$ cat src/dspp_regs.svh
// Register offsets, field positions, reset values and timing figures of the serial delay port
`ifndef DSPP_REGS_SVH
`define DSPP_REGS_SVH

`define DSPP_WORD_W 11
`define DSPP_CODE_W 9
`define DSPP_PSEL_POS 0
`define DSPP_MODE_POS 1
`define DSPP_CODE_LSB 2
`define DSPP_CODE_MSB 10
`define DSPP_PS_W 13
`define DSPP_TOTAL_W 14
`define DSPP_STEP_PS 13'h000B
`define DSPP_MAX_CODE_PS 13'h15F5
`define DSPP_MCLK_PERIOD_PS 5000
`define DSPP_LINK_PERIOD_PS 48000
`define DSPP_LINK_CYCLES (`DSPP_LINK_PERIOD_PS / `DSPP_MCLK_PERIOD_PS)

`define DSPP_ADDR_W 8
`define DSPP_OFS_CTRL 8'h00
`define DSPP_OFS_STATUS 8'h04
`define DSPP_OFS_CODE_A 8'h08
`define DSPP_OFS_CODE_B 8'h0C
`define DSPP_OFS_SHIFT 8'h10
`define DSPP_OFS_DELAY 8'h14
`define DSPP_CTRL_MASK_POS 0
`define DSPP_CTRL_RESET 32'h0000_0000
`define DSPP_STAT_CASCADE_POS 0
`define DSPP_STAT_OPEN_POS 1
`define DSPP_STAT_EN_N_POS 2
`define DSPP_STAT_MASKED_POS 3
`define DSPP_RESP_OKAY 2'h0
`define DSPP_RESP_SLVERR 2'h2

`endif
$ cat src/dspp_pkg.sv
// Types shared by the serial delay programming port
`default_nettype none
package dspp_pkg;

  // Pin inputs as they pass the synchroniser
  typedef struct packed {
    logic sclk;
    logic sdata;
    logic load_strobe;
    logic en_n;
    logic in0;
    logic in1;
  } dspp_pins_t;

  // Settings held after a load
  typedef struct packed {
    logic cascade;
    logic [8:0] code_a;
    logic [8:0] code_b;
  } dspp_setting_t;

  // One differential output pair
  typedef struct packed {
    logic q;
    logic q_n;
  } dspp_pair_t;

endpackage : dspp_pkg
`default_nettype wire

$ cat src/dspp_port.sv
// Serial delay programming port: pin sampling, shift word, load latch, channel steering, AXI regs
//
// Operation
// - 11-bit shift register, one bit per rising clock
// - Load rise opens latch, transparent while high
// - Load fall freezes the latched word
// - Frozen latch ignores serial activity until reload
// - Captured select bits steer channel and path
// - Enable high forces true low, complement high
// - Loads succeed whether or not masking used
// - Channel delay is code times 11 ps
// - Cascade total delay is sum of channels
// - Reported delays exclude fixed intrinsic delay
// - Order: select, mode, code LSB first
// - Cascade routes input 0 to output 1
//
// The AXI4-Lite register port and the placing of the registers were decided locally.
`include "dspp_regs.svh"
`default_nettype none

module dspp_port (
  input wire logic MCLK_I,
  input wire logic NRST_I,
  input wire logic SCLK_I,
  input wire logic SDATA_I,
  input wire logic LOAD_STROBE_I,
  input wire logic EN_N_I,
  input wire logic IN0_I,
  input wire logic IN1_I,
  output logic Q0_O,
  output logic Q0_N_O,
  output logic Q1_O,
  output logic Q1_N_O,
  output logic CASCADE_O,
  output logic [8:0] CODE_A_O,
  output logic [8:0] CODE_B_O,
  output logic [12:0] DELAY_A_PS_O,
  output logic [12:0] DELAY_B_PS_O,
  output logic [13:0] DELAY_TOTAL_PS_O,
  input wire logic [7:0] S_AXI_AWADDR,
  input wire logic S_AXI_AWVALID,
  output logic S_AXI_AWREADY,
  input wire logic [31:0] S_AXI_WDATA,
  input wire logic [3:0] S_AXI_WSTRB,
  input wire logic S_AXI_WVALID,
  output logic S_AXI_WREADY,
  output logic [1:0] S_AXI_BRESP,
  output logic S_AXI_BVALID,
  input wire logic S_AXI_BREADY,
  input wire logic [7:0] S_AXI_ARADDR,
  input wire logic S_AXI_ARVALID,
  output logic S_AXI_ARREADY,
  output logic [31:0] S_AXI_RDATA,
  output logic [1:0] S_AXI_RRESP,
  output logic S_AXI_RVALID,
  input wire logic S_AXI_RREADY
);

  // Pin synchroniser; stage one feeds stage two only
  dspp_pkg::dspp_pins_t pins_meta;
  dspp_pkg::dspp_pins_t pins;
  logic sclk_prev;
  logic sclk_rise;

  always_ff @(posedge MCLK_I or negedge NRST_I) begin
    if (!NRST_I) begin
      pins_meta <= '0;
      pins <= '0;
      sclk_prev <= 1'b0;
    end else begin
      pins_meta <= {SCLK_I, SDATA_I, LOAD_STROBE_I, EN_N_I, IN0_I, IN1_I};
      pins <= pins_meta;
      sclk_prev <= pins.sclk;
    end
  end

  assign sclk_rise = pins.sclk && !sclk_prev;

  // Shift word and settings
  logic [10:0] shift_word;
  logic [10:0] next_shift_word;
  dspp_pkg::dspp_setting_t setting;
  dspp_pkg::dspp_setting_t next_setting;

  always_comb begin
    next_shift_word = shift_word;
    next_setting = setting;
    if (sclk_rise) begin
      // First bit in walks down to bit 0 after eleven edges
      next_shift_word = {pins.sdata, shift_word[10:1]};
    end
    // Transparent while load is high; the enable is not consulted
    if (pins.load_strobe) begin
      next_setting.cascade = shift_word[`DSPP_MODE_POS];
      if (!shift_word[`DSPP_PSEL_POS]) begin
        next_setting.code_a = shift_word[`DSPP_CODE_MSB:`DSPP_CODE_LSB];
      end else begin
        next_setting.code_b = shift_word[`DSPP_CODE_MSB:`DSPP_CODE_LSB];
      end
    end
    // Load low: setting holds whatever the shift word does
  end

  always_ff @(posedge MCLK_I or negedge NRST_I) begin
    if (!NRST_I) begin
      shift_word <= '0;
      setting <= '0;
    end else begin
      shift_word <= next_shift_word;
      setting <= next_setting;
    end
  end

  // Software mask, same effect as the enable pin
  logic sw_mask;
  logic masked;
  assign masked = pins.en_n || sw_mask;

  // Output steering and delay figures
  dspp_pkg::dspp_pair_t pair0;
  dspp_pkg::dspp_pair_t pair1;
  dspp_pkg::dspp_pair_t next_pair0;
  dspp_pkg::dspp_pair_t next_pair1;
  logic [12:0] ps_a;
  logic [12:0] ps_b;
  logic [13:0] ps_total;
  logic [12:0] next_ps_a;
  logic [12:0] next_ps_b;
  logic [13:0] next_ps_total;

  always_comb begin
    next_pair0 = '{q: pins.in0, q_n: !pins.in0};
    next_pair1 = setting.cascade ? '{q: pins.in0, q_n: !pins.in0}
                                 : '{q: pins.in1, q_n: !pins.in1};
    if (setting.cascade) begin
      next_pair0 = '{q: 1'b0, q_n: 1'b1};
    end
    if (masked) begin
      next_pair0 = '{q: 1'b0, q_n: 1'b1};
      next_pair1 = '{q: 1'b0, q_n: 1'b1};
    end
    // Figures leave out the fixed path delay, which is analog
    next_ps_a = 13'(setting.code_a) * `DSPP_STEP_PS;
    next_ps_b = 13'(setting.code_b) * `DSPP_STEP_PS;
    next_ps_total = setting.cascade ? 14'(next_ps_a) + 14'(next_ps_b)
                                    : 14'(next_ps_a);
  end

  always_ff @(posedge MCLK_I or negedge NRST_I) begin
    if (!NRST_I) begin
      pair0 <= '{q: 1'b0, q_n: 1'b1};
      pair1 <= '{q: 1'b0, q_n: 1'b1};
      ps_a <= '0;
      ps_b <= '0;
      ps_total <= '0;
    end else begin
      pair0 <= next_pair0;
      pair1 <= next_pair1;
      ps_a <= next_ps_a;
      ps_b <= next_ps_b;
      ps_total <= next_ps_total;
    end
  end

  assign Q0_O = pair0.q;
  assign Q0_N_O = pair0.q_n;
  assign Q1_O = pair1.q;
  assign Q1_N_O = pair1.q_n;
  assign CASCADE_O = setting.cascade;
  assign CODE_A_O = setting.code_a;
  assign CODE_B_O = setting.code_b;
  assign DELAY_A_PS_O = ps_a;
  assign DELAY_B_PS_O = ps_b;
  assign DELAY_TOTAL_PS_O = ps_total;

  // AXI4-Lite slave: one write and one read in flight
  logic aw_held;
  logic w_held;
  logic [7:0] aw_addr;
  logic [31:0] w_data;
  logic [3:0] w_strb;
  logic b_valid;
  logic [1:0] b_resp;
  logic r_valid;
  logic [1:0] r_resp;
  logic [31:0] r_data;
  logic next_aw_held;
  logic next_w_held;
  logic [7:0] next_aw_addr;
  logic [31:0] next_w_data;
  logic [3:0] next_w_strb;
  logic next_b_valid;
  logic [1:0] next_b_resp;
  logic next_r_valid;
  logic [1:0] next_r_resp;
  logic [31:0] next_r_data;
  logic next_sw_mask;
  logic [31:0] rd_mux;
  logic rd_hit;

  assign S_AXI_AWREADY = !aw_held && !b_valid;
  assign S_AXI_WREADY = !w_held && !b_valid;
  assign S_AXI_ARREADY = !r_valid;

  always_comb begin
    rd_hit = 1'b1;
    rd_mux = 32'h0000_0000;
    unique case (S_AXI_ARADDR)
      `DSPP_OFS_CTRL: rd_mux[`DSPP_CTRL_MASK_POS] = sw_mask;
      `DSPP_OFS_STATUS: begin
        rd_mux[`DSPP_STAT_CASCADE_POS] = setting.cascade;
        rd_mux[`DSPP_STAT_OPEN_POS] = pins.load_strobe;
        rd_mux[`DSPP_STAT_EN_N_POS] = pins.en_n;
        rd_mux[`DSPP_STAT_MASKED_POS] = masked;
      end
      `DSPP_OFS_CODE_A: rd_mux[8:0] = setting.code_a;
      `DSPP_OFS_CODE_B: rd_mux[8:0] = setting.code_b;
      `DSPP_OFS_SHIFT: rd_mux[10:0] = shift_word;
      `DSPP_OFS_DELAY: rd_mux[13:0] = ps_total;
      default: rd_hit = 1'b0;
    endcase
  end

  always_comb begin
    next_aw_held = aw_held;
    next_w_held = w_held;
    next_aw_addr = aw_addr;
    next_w_data = w_data;
    next_w_strb = w_strb;
    next_b_valid = b_valid;
    next_b_resp = b_resp;
    next_sw_mask = sw_mask;
    next_r_valid = r_valid;
    next_r_resp = r_resp;
    next_r_data = r_data;
    if (S_AXI_AWVALID && S_AXI_AWREADY) begin
      next_aw_held = 1'b1;
      next_aw_addr = S_AXI_AWADDR;
    end
    if (S_AXI_WVALID && S_AXI_WREADY) begin
      next_w_held = 1'b1;
      next_w_data = S_AXI_WDATA;
      next_w_strb = S_AXI_WSTRB;
    end
    if (aw_held && w_held) begin
      next_aw_held = 1'b0;
      next_w_held = 1'b0;
      next_b_valid = 1'b1;
      if (aw_addr == `DSPP_OFS_CTRL) begin
        next_b_resp = `DSPP_RESP_OKAY;
        if (w_strb[0]) begin
          next_sw_mask = w_data[`DSPP_CTRL_MASK_POS];
        end
      end else begin
        // Read-only and unmapped words refuse writes
        next_b_resp = `DSPP_RESP_SLVERR;
      end
    end
    if (b_valid && S_AXI_BREADY) begin
      next_b_valid = 1'b0;
    end
    if (S_AXI_ARVALID && S_AXI_ARREADY) begin
      next_r_valid = 1'b1;
      next_r_data = rd_mux;
      next_r_resp = rd_hit ? `DSPP_RESP_OKAY : `DSPP_RESP_SLVERR;
    end else if (r_valid && S_AXI_RREADY) begin
      next_r_valid = 1'b0;
    end
  end

  always_ff @(posedge MCLK_I or negedge NRST_I) begin
    if (!NRST_I) begin
      aw_held <= 1'b0;
      w_held <= 1'b0;
      aw_addr <= '0;
      w_data <= '0;
      w_strb <= '0;
      b_valid <= 1'b0;
      b_resp <= `DSPP_RESP_OKAY;
      sw_mask <= 1'(`DSPP_CTRL_RESET);
      r_valid <= 1'b0;
      r_resp <= `DSPP_RESP_OKAY;
      r_data <= '0;
    end else begin
      aw_held <= next_aw_held;
      w_held <= next_w_held;
      aw_addr <= next_aw_addr;
      w_data <= next_w_data;
      w_strb <= next_w_strb;
      b_valid <= next_b_valid;
      b_resp <= next_b_resp;
      sw_mask <= next_sw_mask;
      r_valid <= next_r_valid;
      r_resp <= next_r_resp;
      r_data <= next_r_data;
    end
  end

  assign S_AXI_BVALID = b_valid;
  assign S_AXI_BRESP = b_resp;
  assign S_AXI_RVALID = r_valid;
  assign S_AXI_RRESP = r_resp;
  assign S_AXI_RDATA = r_data;
endmodule : dspp_port
`default_nettype wire

$ cat config.mk
export PLATFORM = sky130hd
export DESIGN_NAME = dspp_port
export DESIGN_NICKNAME = d
export VERILOG_FILES = /design/src/dspp_pkg.sv /design/src/dspp_port.sv
export VERILOG_INCLUDE_DIRS = /design/src
export SDC_FILE = /design/constraint.sdc
export NUM_CORES = 1
export LEC_CHECK = 0
export BUFFER_PORTS_ARGS = -buffer_cell sky130_fd_sc_hd__buf_4
export CAP_MARGIN = 20
export CORE_MARGIN = 2
export CORE_UTILIZATION = 57
export CTS_CLUSTER_DIAMETER = 30
export DETAILED_ROUTE_END_ITERATION = 12
export PLACE_DENSITY = 0.82
export SKIP_CTS_REPAIR_TIMING = 1
export SYNTH_ARGS = -nofsm -noshare
export SYNTH_HDL_FRONTEND = slang
export SYNTH_SLANG_ARGS = --single-unit
$ cat constraint.sdc
create_clock -name MCLK_I -period 9.4 [get_ports MCLK_I]
set_clock_uncertainty 0.15 [all_clocks]
set_input_delay 0.94 -clock MCLK_I [delete_from_list [all_inputs] [get_ports MCLK_I]]
set_output_delay 0.94 -clock MCLK_I [all_outputs]
set_load 0.01 [all_outputs]
==> results.md, run 1 <==
* Status: complete, no violations
* Synth Cell Area at 6380 um^2
* Crit start category: register
* Final #Nets at 810
* Detailed Place HPWL at 10900 um
* Setup CP Type: reg -> reg
* Final worst-path cycle share at 48.3%
* Syn Inst Count at 555
* Clock Sinks at 118
* Gr ovfl total at 0
* Worst-skew pair later-pin latency at 0.53 ns
* Clk root buf: clkbuf_8
* Largest net degree at the start of global routing at 64
* Final hold violations at 0
* DRC at 0
* IO Pins at 169
* Die X at 110 um
* Area delta synth->final at 23.8%
* Register area share after synthesis at 46.3%
* All-Layer GR Usage at 26.9%
* Pins Over Slew Limit at 0
* Minimum clock period after layout at 4.54 ns
* Synth top area share at 45.5%
* Slowest Stage Delay on Critical Path at 0.49 ns
* CTS Buf Count at 17
* Clk buf depth at 2
* Relative slew slack at 43.8%
* Setup_tns at 0 ns
* Routed len/inst at 18.3 um
* EDFF count, synth at 0
* Reg clk slew, reported paths at 0.06 ns
* CTS tree: yes
* Rows at 38
* Worst slew pin tran at 0.841 ns
* Global-route wire length before repair at 23900 um
* Ys Warns at 0
* Crit path from: CODE_B_O[3]$_DFFE_PN0P_
* Die Y at 110 um
* # port buffers at 114
* Most frequent cells in the layout: dfrtp_1, buf_4, ha_1
* WP data required at 9.70 ns
* Total wire length at 15100 um
* Layout cells sized above 1 at 30.1%
* Post-synth top area cell: dfrtp_1
* Core area at 10900 um^2
* Synthesis-stage register bit count at 118
* Maximum fanout along the worst path at 6
* Antenna-violating nets left at 0
* R2R Setup Slk at 4.86 ns
* Min-delay worst type: reg -> reg
* Pre-Repair DR Iteration Count at 5
* WP data arrival at 4.83 ns
* Post-synth ARST share at 100%
* CP cell instances: ha_1 > fa_1 > ha_1 > nor2b_1 > o21ai_1 > nand2b_1 > a21oi_1 > o21bai_1 > a221oi_1 > xnor2_1 > ha_1 > nor2_1 > a311oi_1 > nand2_1 > mux2i_1 > xor2_1
* RePlAce Congestion at 0.888
* DR vias/cell at 5.69
* Synth unique cells at 57
* Antenna diodes at 0
* Synth top area cells: dfrtp_1, ha_1, mux2_2
* Antenna violations before repair at 0
* DR iter-0 viols at 304
* H-tree Lvls at 4
* Unrepaired setup endpoints after global routing: false
* Origin of the worst min-delay path: pins_meta[5]$_DFF_PN0_
* Endpoint type of the worst setup path: register
* Commonest non-fill, non-tap cell in the layout: dfrtp_1
* Avg Inst Size Synth at 11.5 um^2
* Most used cell along the critical path: ha_1
* Max_cap viols at 0
* DR vias at 4708
* Worst R2R Start: CODE_B_O[3]$_DFFE_PN0P_
* Vias in the first global route at 4668
* Die footprint at 12100 um^2
* Most used DFF post-synth: dfrtp_1
* Critical path's slowest cell: fa_1
* Fmax at 220 MHz
* Setup violators final at 0
* Initial core utilization at 58.6%
## worst max-delay path: cells and delay by family (launching register included)
family                     cells  cell delay, ns
AOI/OAI and AO/OA              5            1.25
xor gates and xnor gates       2            0.34
adders and majority gates      4            1.59
DFF                            1            0.48
muxes                          1            0.21
and+or+nand+nor                4            0.45
## routing by layer
layer / share of wire (%) / up-vias / routed length (um) / global-route usage, %
li1: - / 2145 / - / -
met1: 40 / 2349 / 6040 / 34.7
met2: 51 / 188 / 7760 / 43.9
met3: 6.5 / 26 / 984 / 6.64
met4: 2.3 / 0 / 346 / 9.95
met5: 0 / - / 0 / 0
## through the flow
stage                     instances  setup slack [ns]  utilization (%)  hold slack (ns)  area [um^2]
after global placement          796              5.11             66.9            0.183         7290
after global routing            828              4.59             72.6            0.205         7900
after floorplan                 574              5.43                -            0.181         6460
after CTS                       828              4.83             72.6            0.198         7900
final                           828              4.86             72.6            0.196         7900
after detailed placement        796              4.94             66.9            0.185         7290
## logic make-up after synthesis
logic type / after synthesis / share of synthesized area, %
compound gates: 98 / 10.5
simple gates: 99 / 7.25
buf+inv: 81 / 6.07
xor+xnor: 29 / 4.19
other cells: 1 / 0.0587
mux: 59 / 10.4
flops: 118 / 46.3
fa+ha+maj: 70 / 15.2
## path summary, 6_finish.rpt
| path | cells past startpoint | end |
|---|---|---|
| min in group asynchronous | 1 | pins[0]$_DFF_PN0_ |
| max in group asynchronous | 2 | CODE_B_O[2]$_DFFE_PN0P_ |
| min reg2reg | 0 | pins[5]$_DFF_PN0_ |
| min | 0 | pins[5]$_DFF_PN0_ |
| max reg2reg | 16 | DELAY_TOTAL_PS_O[11]$_DFF_PN0_ |
| max | 16 | DELAY_TOTAL_PS_O[11]$_DFF_PN0_ |
## synthesized netlist by cell type, types with 2 or more instances
| library cell | instances |
|---|---|
| buf_1 | 2 |
| nand2b_1 | 6 |
| a21oi_1 | 15 |
| nor2_1 | 25 |
| nor2b_1 | 4 |
| xor2_1 | 14 |
| fa_1 | 13 |
| buf_4 | 22 |
| nand3_1 | 6 |
| dfrtp_1 | 116 |
| xnor2_1 | 14 |
| nor4_1 | 2 |
| dfstp_2 | 2 |
| mux2_2 | 49 |
| nand2_1 | 36 |
| o21ai_0 | 10 |
| and2_1 | 3 |
| a211oi_1 | 3 |
| o31ai_1 | 3 |
| a21oi_2 | 2 |
| nor2_2 | 3 |
| a221oi_1 | 8 |
| ha_1 | 57 |
| clkbuf_1 | 8 |
| a21o_1 | 10 |
| o21ai_1 | 18 |
| a22oi_1 | 4 |
| a31oi_1 | 7 |
| mux2i_1 | 8 |
| o21bai_1 | 7 |
| and3_1 | 3 |
| inv_1 | 48 |
| nor3_1 | 3 |
## final cells by class
class	count	area [um^2]
well taps	140	175
repair buffers	115	863
multi-input cells	375	3110
clock inverters	14	199
clock buffers	18	418
flip-flops and latches	118	2960
inverters	48	180
fillers	744	2980
## registers in the layout, indices dropped and copies added, names as in the netlist, 6 cells and up
register	cells
CODE_A_O	9
CODE_B_O	9
DELAY_A_PS_O	13
DELAY_B_PS_O	13
DELAY_TOTAL_PS_O	14
S_AXI_RDATA	14
aw_addr	8
pins	6
pins_meta	6
shift_word	11
Power of run 1 is not shown: default switching activity piles up to over one toggle a cycle in this logic, so the estimate is an artifact.
==> run 2, diff against run 1 <==
CORE_UTILIZATION = 48   (was 57)
PLACE_DENSITY = 0.74   (was 0.82)
clock period = 3.7 ns   (was 9.4 ns; I/O delays follow)
==> run 2 against run 1 <==
Against the previous run: the flow now finishes with violations (negative setup slack); first-iteration DRC count is 23% lower; final cell count is 16% higher; setup slack worse by 5.2 ns; critical endpoint is now DELAY_TOTAL_PS_O[12]$_DFF_PN0_; sequential share of layout area is 4.7 points lower; final area is 15% higher; fmax is 13% higher; highest routed layer unchanged; critical path depth is 1 higher; via count is 6.7% higher.
==> results.md, run 2 (synthesized netlist as in run 1, its figures left out) <==
* Status: finished with violations
* Failing checks: negative setup slack
* Routed len/inst at 17.1 um
* Most frequent cells in the layout: buf_4, dfrtp_1, mux2_2
* Worst-skew pair later-pin latency at 0.42 ns
* Core area at 13100 um^2
* Endpoint type of the worst setup path: register
* Clk buf depth at 2
* Antenna diodes at 0
* Fin util at 69.2%
* CTS Buf Count at 17
* WP data required at 3.86 ns
* Total wire length at 16400 um
* # port buffers at 114
* Antenna violations before repair at 0
* R2R Setup Slk at -0.31 ns
* Detailed Place HPWL at 12200 um
* Clk root buf: clkbuf_16
* Min-delay worst type: in -> reg
* IO Pins at 169
* Slowest Stage Delay on Critical Path at 0.49 ns
* Clock Sinks at 118
* WP data arrival at 4.17 ns
* Antenna-violating nets left at 0
* Final hold violations at 0
* Die footprint at 14200 um^2
* Final hold slack at 0.0299 ns
* Unrepaired setup endpoints after global routing: true
* Pre-Repair DR Iteration Count at 5
* Initial core utilization at 48.6%
* DR iter-0 viols at 234
* CP cell instances: ha_4 > inv_2 > fa_1 > inv_2 > ha_4 > nand3_2 > o211ai_2 > nor2_2 > o21bai_1 > xor2_1 > ha_1 > a21o_1 > a21o_1 > a21oi_2 > o31ai_2 > xor2_1 > mux2_4
* Origin of the worst min-delay path: S_AXI_WDATA[0]
* Maximum fanout along the worst path at 4
* Hold worst-path end: w_data[0]$_DFFE_PN0P_
* Setup violators final at 4
* Area delta synth->final at 42.4%
* DR vias/cell at 5.24
* Fmax at 249 MHz
* Largest net degree at the start of global routing at 61
* RePlAce Congestion at 0.957
* Final worst-path cycle share at 108%
* Reg clk slew, reported paths at 0.06 ns
* Worst slew pin tran at 0.769 ns
* Critical path's slowest cell: fa_1
* Layout cells sized above 1 at 45.0%
* Worst R2R Start: CODE_A_O[3]$_DFFE_PN0P_
* Post-route setup slack at -0.313 ns
* Relative slew slack at 48.7%
* Pins Over Slew Limit at 0
* DRC at 0
* H-tree Lvls at 4
* Commonest non-fill, non-tap cell in the layout: buf_4
* CTS tree: yes
* Final #Nets at 905
* Global-route wire length before repair at 25300 um
* Die X at 119 um
* DR vias at 5023
* Reg2Reg Depth at 17
* All-Layer GR Usage at 23.4%
* Worst Hold Depth at 2
* Minimum clock period after layout at 4.01 ns
* Max_cap viols at 0
* Worst r2r dst: DELAY_TOTAL_PS_O[12]$_DFF_PN0_
* Gr ovfl total at 0
* Vias in the first global route at 5008
* Die Y at 119 um
* Filler cell count at 975
* Rows at 42
* Crit start category: register
* Setup CP Type: reg -> reg
[run 2: cell count changes in the layout (fill, tap and decap cells not counted), moves of 5 or more]
| cell | before | now |
|---|---|---|
| buf_4 | 115 | 199 |
| dlygate4sd3_1 | 0 | 9 |
| dfrtp_1 | 116 | 105 |
| a21oi_2 | 2 | 7 |
| ha_1 | 57 | 43 |
| dfrtp_2 | 0 | 11 |
| ha_4 | 0 | 14 |
| a21oi_1 | 15 | 10 |
[run 2: how the worst max path moves through the flow]
stage | slack (ns) | endpoint | startpoint
after global placement | -0.25 | DELAY_TOTAL_PS_O[12]$_DFF_PN0_ | CODE_B_O[3]$_DFFE_PN0P_
after global routing | -0.44 | DELAY_TOTAL_PS_O[12]$_DFF_PN0_ | CODE_A_O[3]$_DFFE_PN0P_
final | -0.31 | DELAY_TOTAL_PS_O[12]$_DFF_PN0_ | CODE_A_O[3]$_DFFE_PN0P_
after detailed placement | -0.35 | DELAY_TOTAL_PS_O[12]$_DFF_PN0_ | CODE_B_O[3]$_DFFE_PN0P_
after CTS | -0.48 | DELAY_TOTAL_PS_O[11]$_DFF_PN0_ | CODE_B_O[2]$_DFFE_PN0P_
after floorplan | -0.07 | DELAY_TOTAL_PS_O[12]$_DFF_PN0_ | CODE_B_O[1]$_DFFE_PN0P_
[run 2: cell type report]
type / count / area [um^2] / area share, %
multi-input cells: 375 / 3470 / 38.2
flip-flops and latches: 118 / 2970 / 32.6
repair buffers: 210 / 1620 / 17.8
inverters: 48 / 180 / 1.98
well taps: 176 / 220 / 2.42
clock inverters: 14 / 198 / 2.17
clock buffers: 18 / 439 / 4.83
[run 2: layer usage]
layer	up-vias	routed length [um]	GRT usage, %
met3	42	1010	6.85
met4	0	699	13.5
li1	2321	-	-
met1	2451	6240	26.6
met5	-	0	0
met2	209	8420	39.1
[run 2: per-stage QoR]
step	cell area [um^2]	worst slack, ns	TNS [ns]	std cells
6_report	9090	-0.313	-0.828	959
4_1_cts	8760	-0.481	-1.96	942
3_3_place_gp	8120	-0.249	-0.652	910
2_1_floorplan	6650	-0.0666	-0.0773	574
3_5_place_dp	8120	-0.348	-1.48	910
5_1_grt	9090	-0.443	-1.58	959
[run 2: worst max-delay path, delay by kind of cell (launching register included)]
kind            cells  cell delay, ns
xor+xnor            2            0.43
flops               1            0.45
compound gates      6            1.03
simple gates        2            0.14
mux                 1            0.26
fa+ha+maj           4            1.36
buf+inv             2            0.08
Power of run 2 is left out for the same reason.
==> run 3, diff against run 2 <==
ABC_AREA = 1   (was unset)
CORE_MARGIN = unset   (was 2)
CORE_UTILIZATION = 49   (was 48)
PLACE_DENSITY = 0.75   (was 0.74)
==> run 3 against run 2 <==
Against the previous run: the run now ends clean; critical path depth unchanged; die area down 1.7%; via count up 13%; register-to-register slack better by 0.34 ns; setup slack better by 0.34 ns; synthesized cell count up 31%; first-iteration DRC count up 90%; core utilization down 0.67 points; highest routed layer unchanged.
==> results.md, run 3 <==
* Largest net degree at the start of global routing at 119
* Reg clk slew, reported paths at 0.06 ns
* Commonest non-fill, non-tap cell in the layout: buf_4
* Crit start category: register
* Endpoint type of the worst setup path: register
* DP Worst Slack at -0.194 ns
* Most used DFF post-synth: dfrtp_1
* Status: complete, no violations
* Max_cap viols at 0
* Min-delay worst type: in -> reg
* Final #Nets at 1057
* Post-synth top area cell: dfrtp_1
* CTS Buf Count at 17
* Synth Cell Area at 6630 um^2
* # port buffers at 114
* Layout cells sized above 1 at 32.2%
* Setup_tns at 0 ns
* Core area at 13200 um^2
* Peak VDD IR at 1.46 mV
* All-Layer GR Usage at 26.2%
* Pre-Repair DR Iteration Count at 5
* Syn Inst Count at 728
* WP data arrival at 3.86 ns
* RePlAce Congestion at 0.915
* Count leader, synth: nand2_1
* Fmax at 272 MHz
* WP data required at 3.88 ns
* Ys Warns at 0
* Synth unique cells at 44
* Final Cell Area at 9080 um^2
* Most frequent cells in the layout: buf_4, nand2_1, dfrtp_1
* Crit path from: CODE_B_O[4]$_DFFE_PN0P_
* Rows at 42
* Maximum fanout along the worst path at 5
* Gr ovfl total at 0
* Unrepaired setup endpoints after global routing: true
* Total power at 0.00992 W
* Die X at 118 um
* Clk root buf: clkbuf_16
* Avg Inst Size Synth at 9.11 um^2
* Area delta synth->final at 36.9%
* Worst-skew pair later-pin latency at 0.43 ns
* Clk buf depth at 2
* Post-synth ARST share at 100%
* IO Pins at 169
* Synth top area cells: dfrtp_1, ha_1, nand2_1
* Vias in the first global route at 5460
* Worst slew pin tran at 0.777 ns
* Routed len/inst at 16.3 um
* Synth top area share at 43.8%
* Power per Cell Area at 1090 nW/um^2
* LEAKAGE at 4.67 nW
* Post-route setup slack at 0.0267 ns
* Antenna violations before repair at 0
* Pins Over Slew Limit at 0
* CTS tree: yes
* Clock Sinks at 118
* Final worst-path cycle share at 99.3%
* EDFF count, synth at 0
* DR vias/cell at 5.11
* DRC at 0
* Die Y at 118 um
* Synthesis-stage register bit count at 118
* Register area share after synthesis at 44.6%
* Initial core utilization at 50.1%
* Relative slew slack at 47.9%
* Minimum clock period after layout at 3.67 ns
* DR vias at 5676
* DR iter-0 viols at 445
* Origin of the worst min-delay path: S_AXI_AWADDR[7]
* H-tree Lvls at 4
* Detailed Place HPWL at 12500 um
* Setup CP Type: reg -> reg
* Dpl cell area at 8000 um^2
* Total wire length at 18100 um
* Final hold slack at 0.0242 ns
* Die footprint at 14000 um^2
* Antenna-violating nets left at 0
* Global-route wire length before repair at 28000 um
* Antenna diodes at 0
* Worst R2R Start: CODE_B_O[4]$_DFFE_PN0P_
* Final hold violations at 0
* Setup violators final at 0
* Synth top cells by count: nand2_1, dfrtp_1, inv_1
-- run 3: cell types whose count changed in the layout (fill, tap and decap cells not counted), moves of 11 or more --
cell	delta
a21oi_1	+12
buf_4	-23
inv_1	+51
mux2_2	-39
nand2_1	+113
nand2_2	+11
nand3_1	+17
o21ai_0	+56
o21ai_1	-11
-- run 3: critical path: stages, from the launching register on --
cell	delay, ns
dfrtp_1	0.39
buf_4	0.17
ha_1	0.28
inv_1	0.05
fa_1	0.51
inv_1	0.06
ha_1	0.33
a21oi_1	0.08
o211ai_1	0.28
xnor2_1	0.18
inv_1	0.11
ha_4	0.31
nand2_2	0.08
nor2_4	0.08
nand3_1	0.08
nand4_1	0.12
nand3_2	0.10
a21oi_2	0.20
-- run 3: through the flow --
step	instances	utilization (%)
3_5_place_dp	1061	60.4
2_1_floorplan	747	-
3_3_place_gp	1061	60.4
5_1_grt	1111	68.6
6_report	1111	68.6
4_1_cts	1093	64.9
-- run 3: logic make-up (layout without fill, tap and decap cells) --
kind of cell	Yosys count	in the layout	share of synthesized area [%]
simple gates	247	247	17.1
buf+inv	137	325	9.09
compound gates	127	127	10.5
flops	118	118	44.6
fa+ha+maj	70	70	14.7
xor+xnor	19	19	2.51
mux	9	9	1.53
other cells	1	20	0.0565
-- run 3: worst paths after layout --
check / end / slack (ns) / cells after the start
hold / removal: aw_addr[7]$_DFFE_PN0P_ / 0.02 / 2
min in group asynchronous: aw_addr[0]$_DFFE_PN0P_ / 0.43 / 3
hold reg to reg: pins[5]$_DFF_PN0_ / 0.20 / 0
setup / recovery: DELAY_TOTAL_PS_O[13]$_DFF_PN0_ / 0.03 / 17
setup reg to reg: DELAY_TOTAL_PS_O[13]$_DFF_PN0_ / 0.03 / 17
max in group asynchronous: CODE_A_O[3]$_DFFE_PN0P_ / 2.49 / 3
-- run 3: layout make-up --
type / count / area [um^2]
flip-flops and latches: 118 / 2960
multi-input cells: 492 / 3460
clock buffers: 17 / 425
fillers: 1012 / 4160
repair buffers: 188 / 1450
inverters: 105 / 394
clock inverters: 15 / 169
well taps: 176 / 220
-- run 3: report_power, final --
part / total, W / internal (W) / switching, W
combinational: 0.00629 / 0.00299 / 0.00330
clock: 0.00166 / 0.00100 / 0.000653
sequential: 0.00197 / 0.00169 / 0.000279
-- run 3: metal layers --
layer	part of all wire [%]	global-route usage, %
met5	0	0
met4	2.9	11.7
met3	6.6	6.37
met2	49	40.3
met1	42	35.1
No activity file was read; power rests on OpenSTA's default activity.
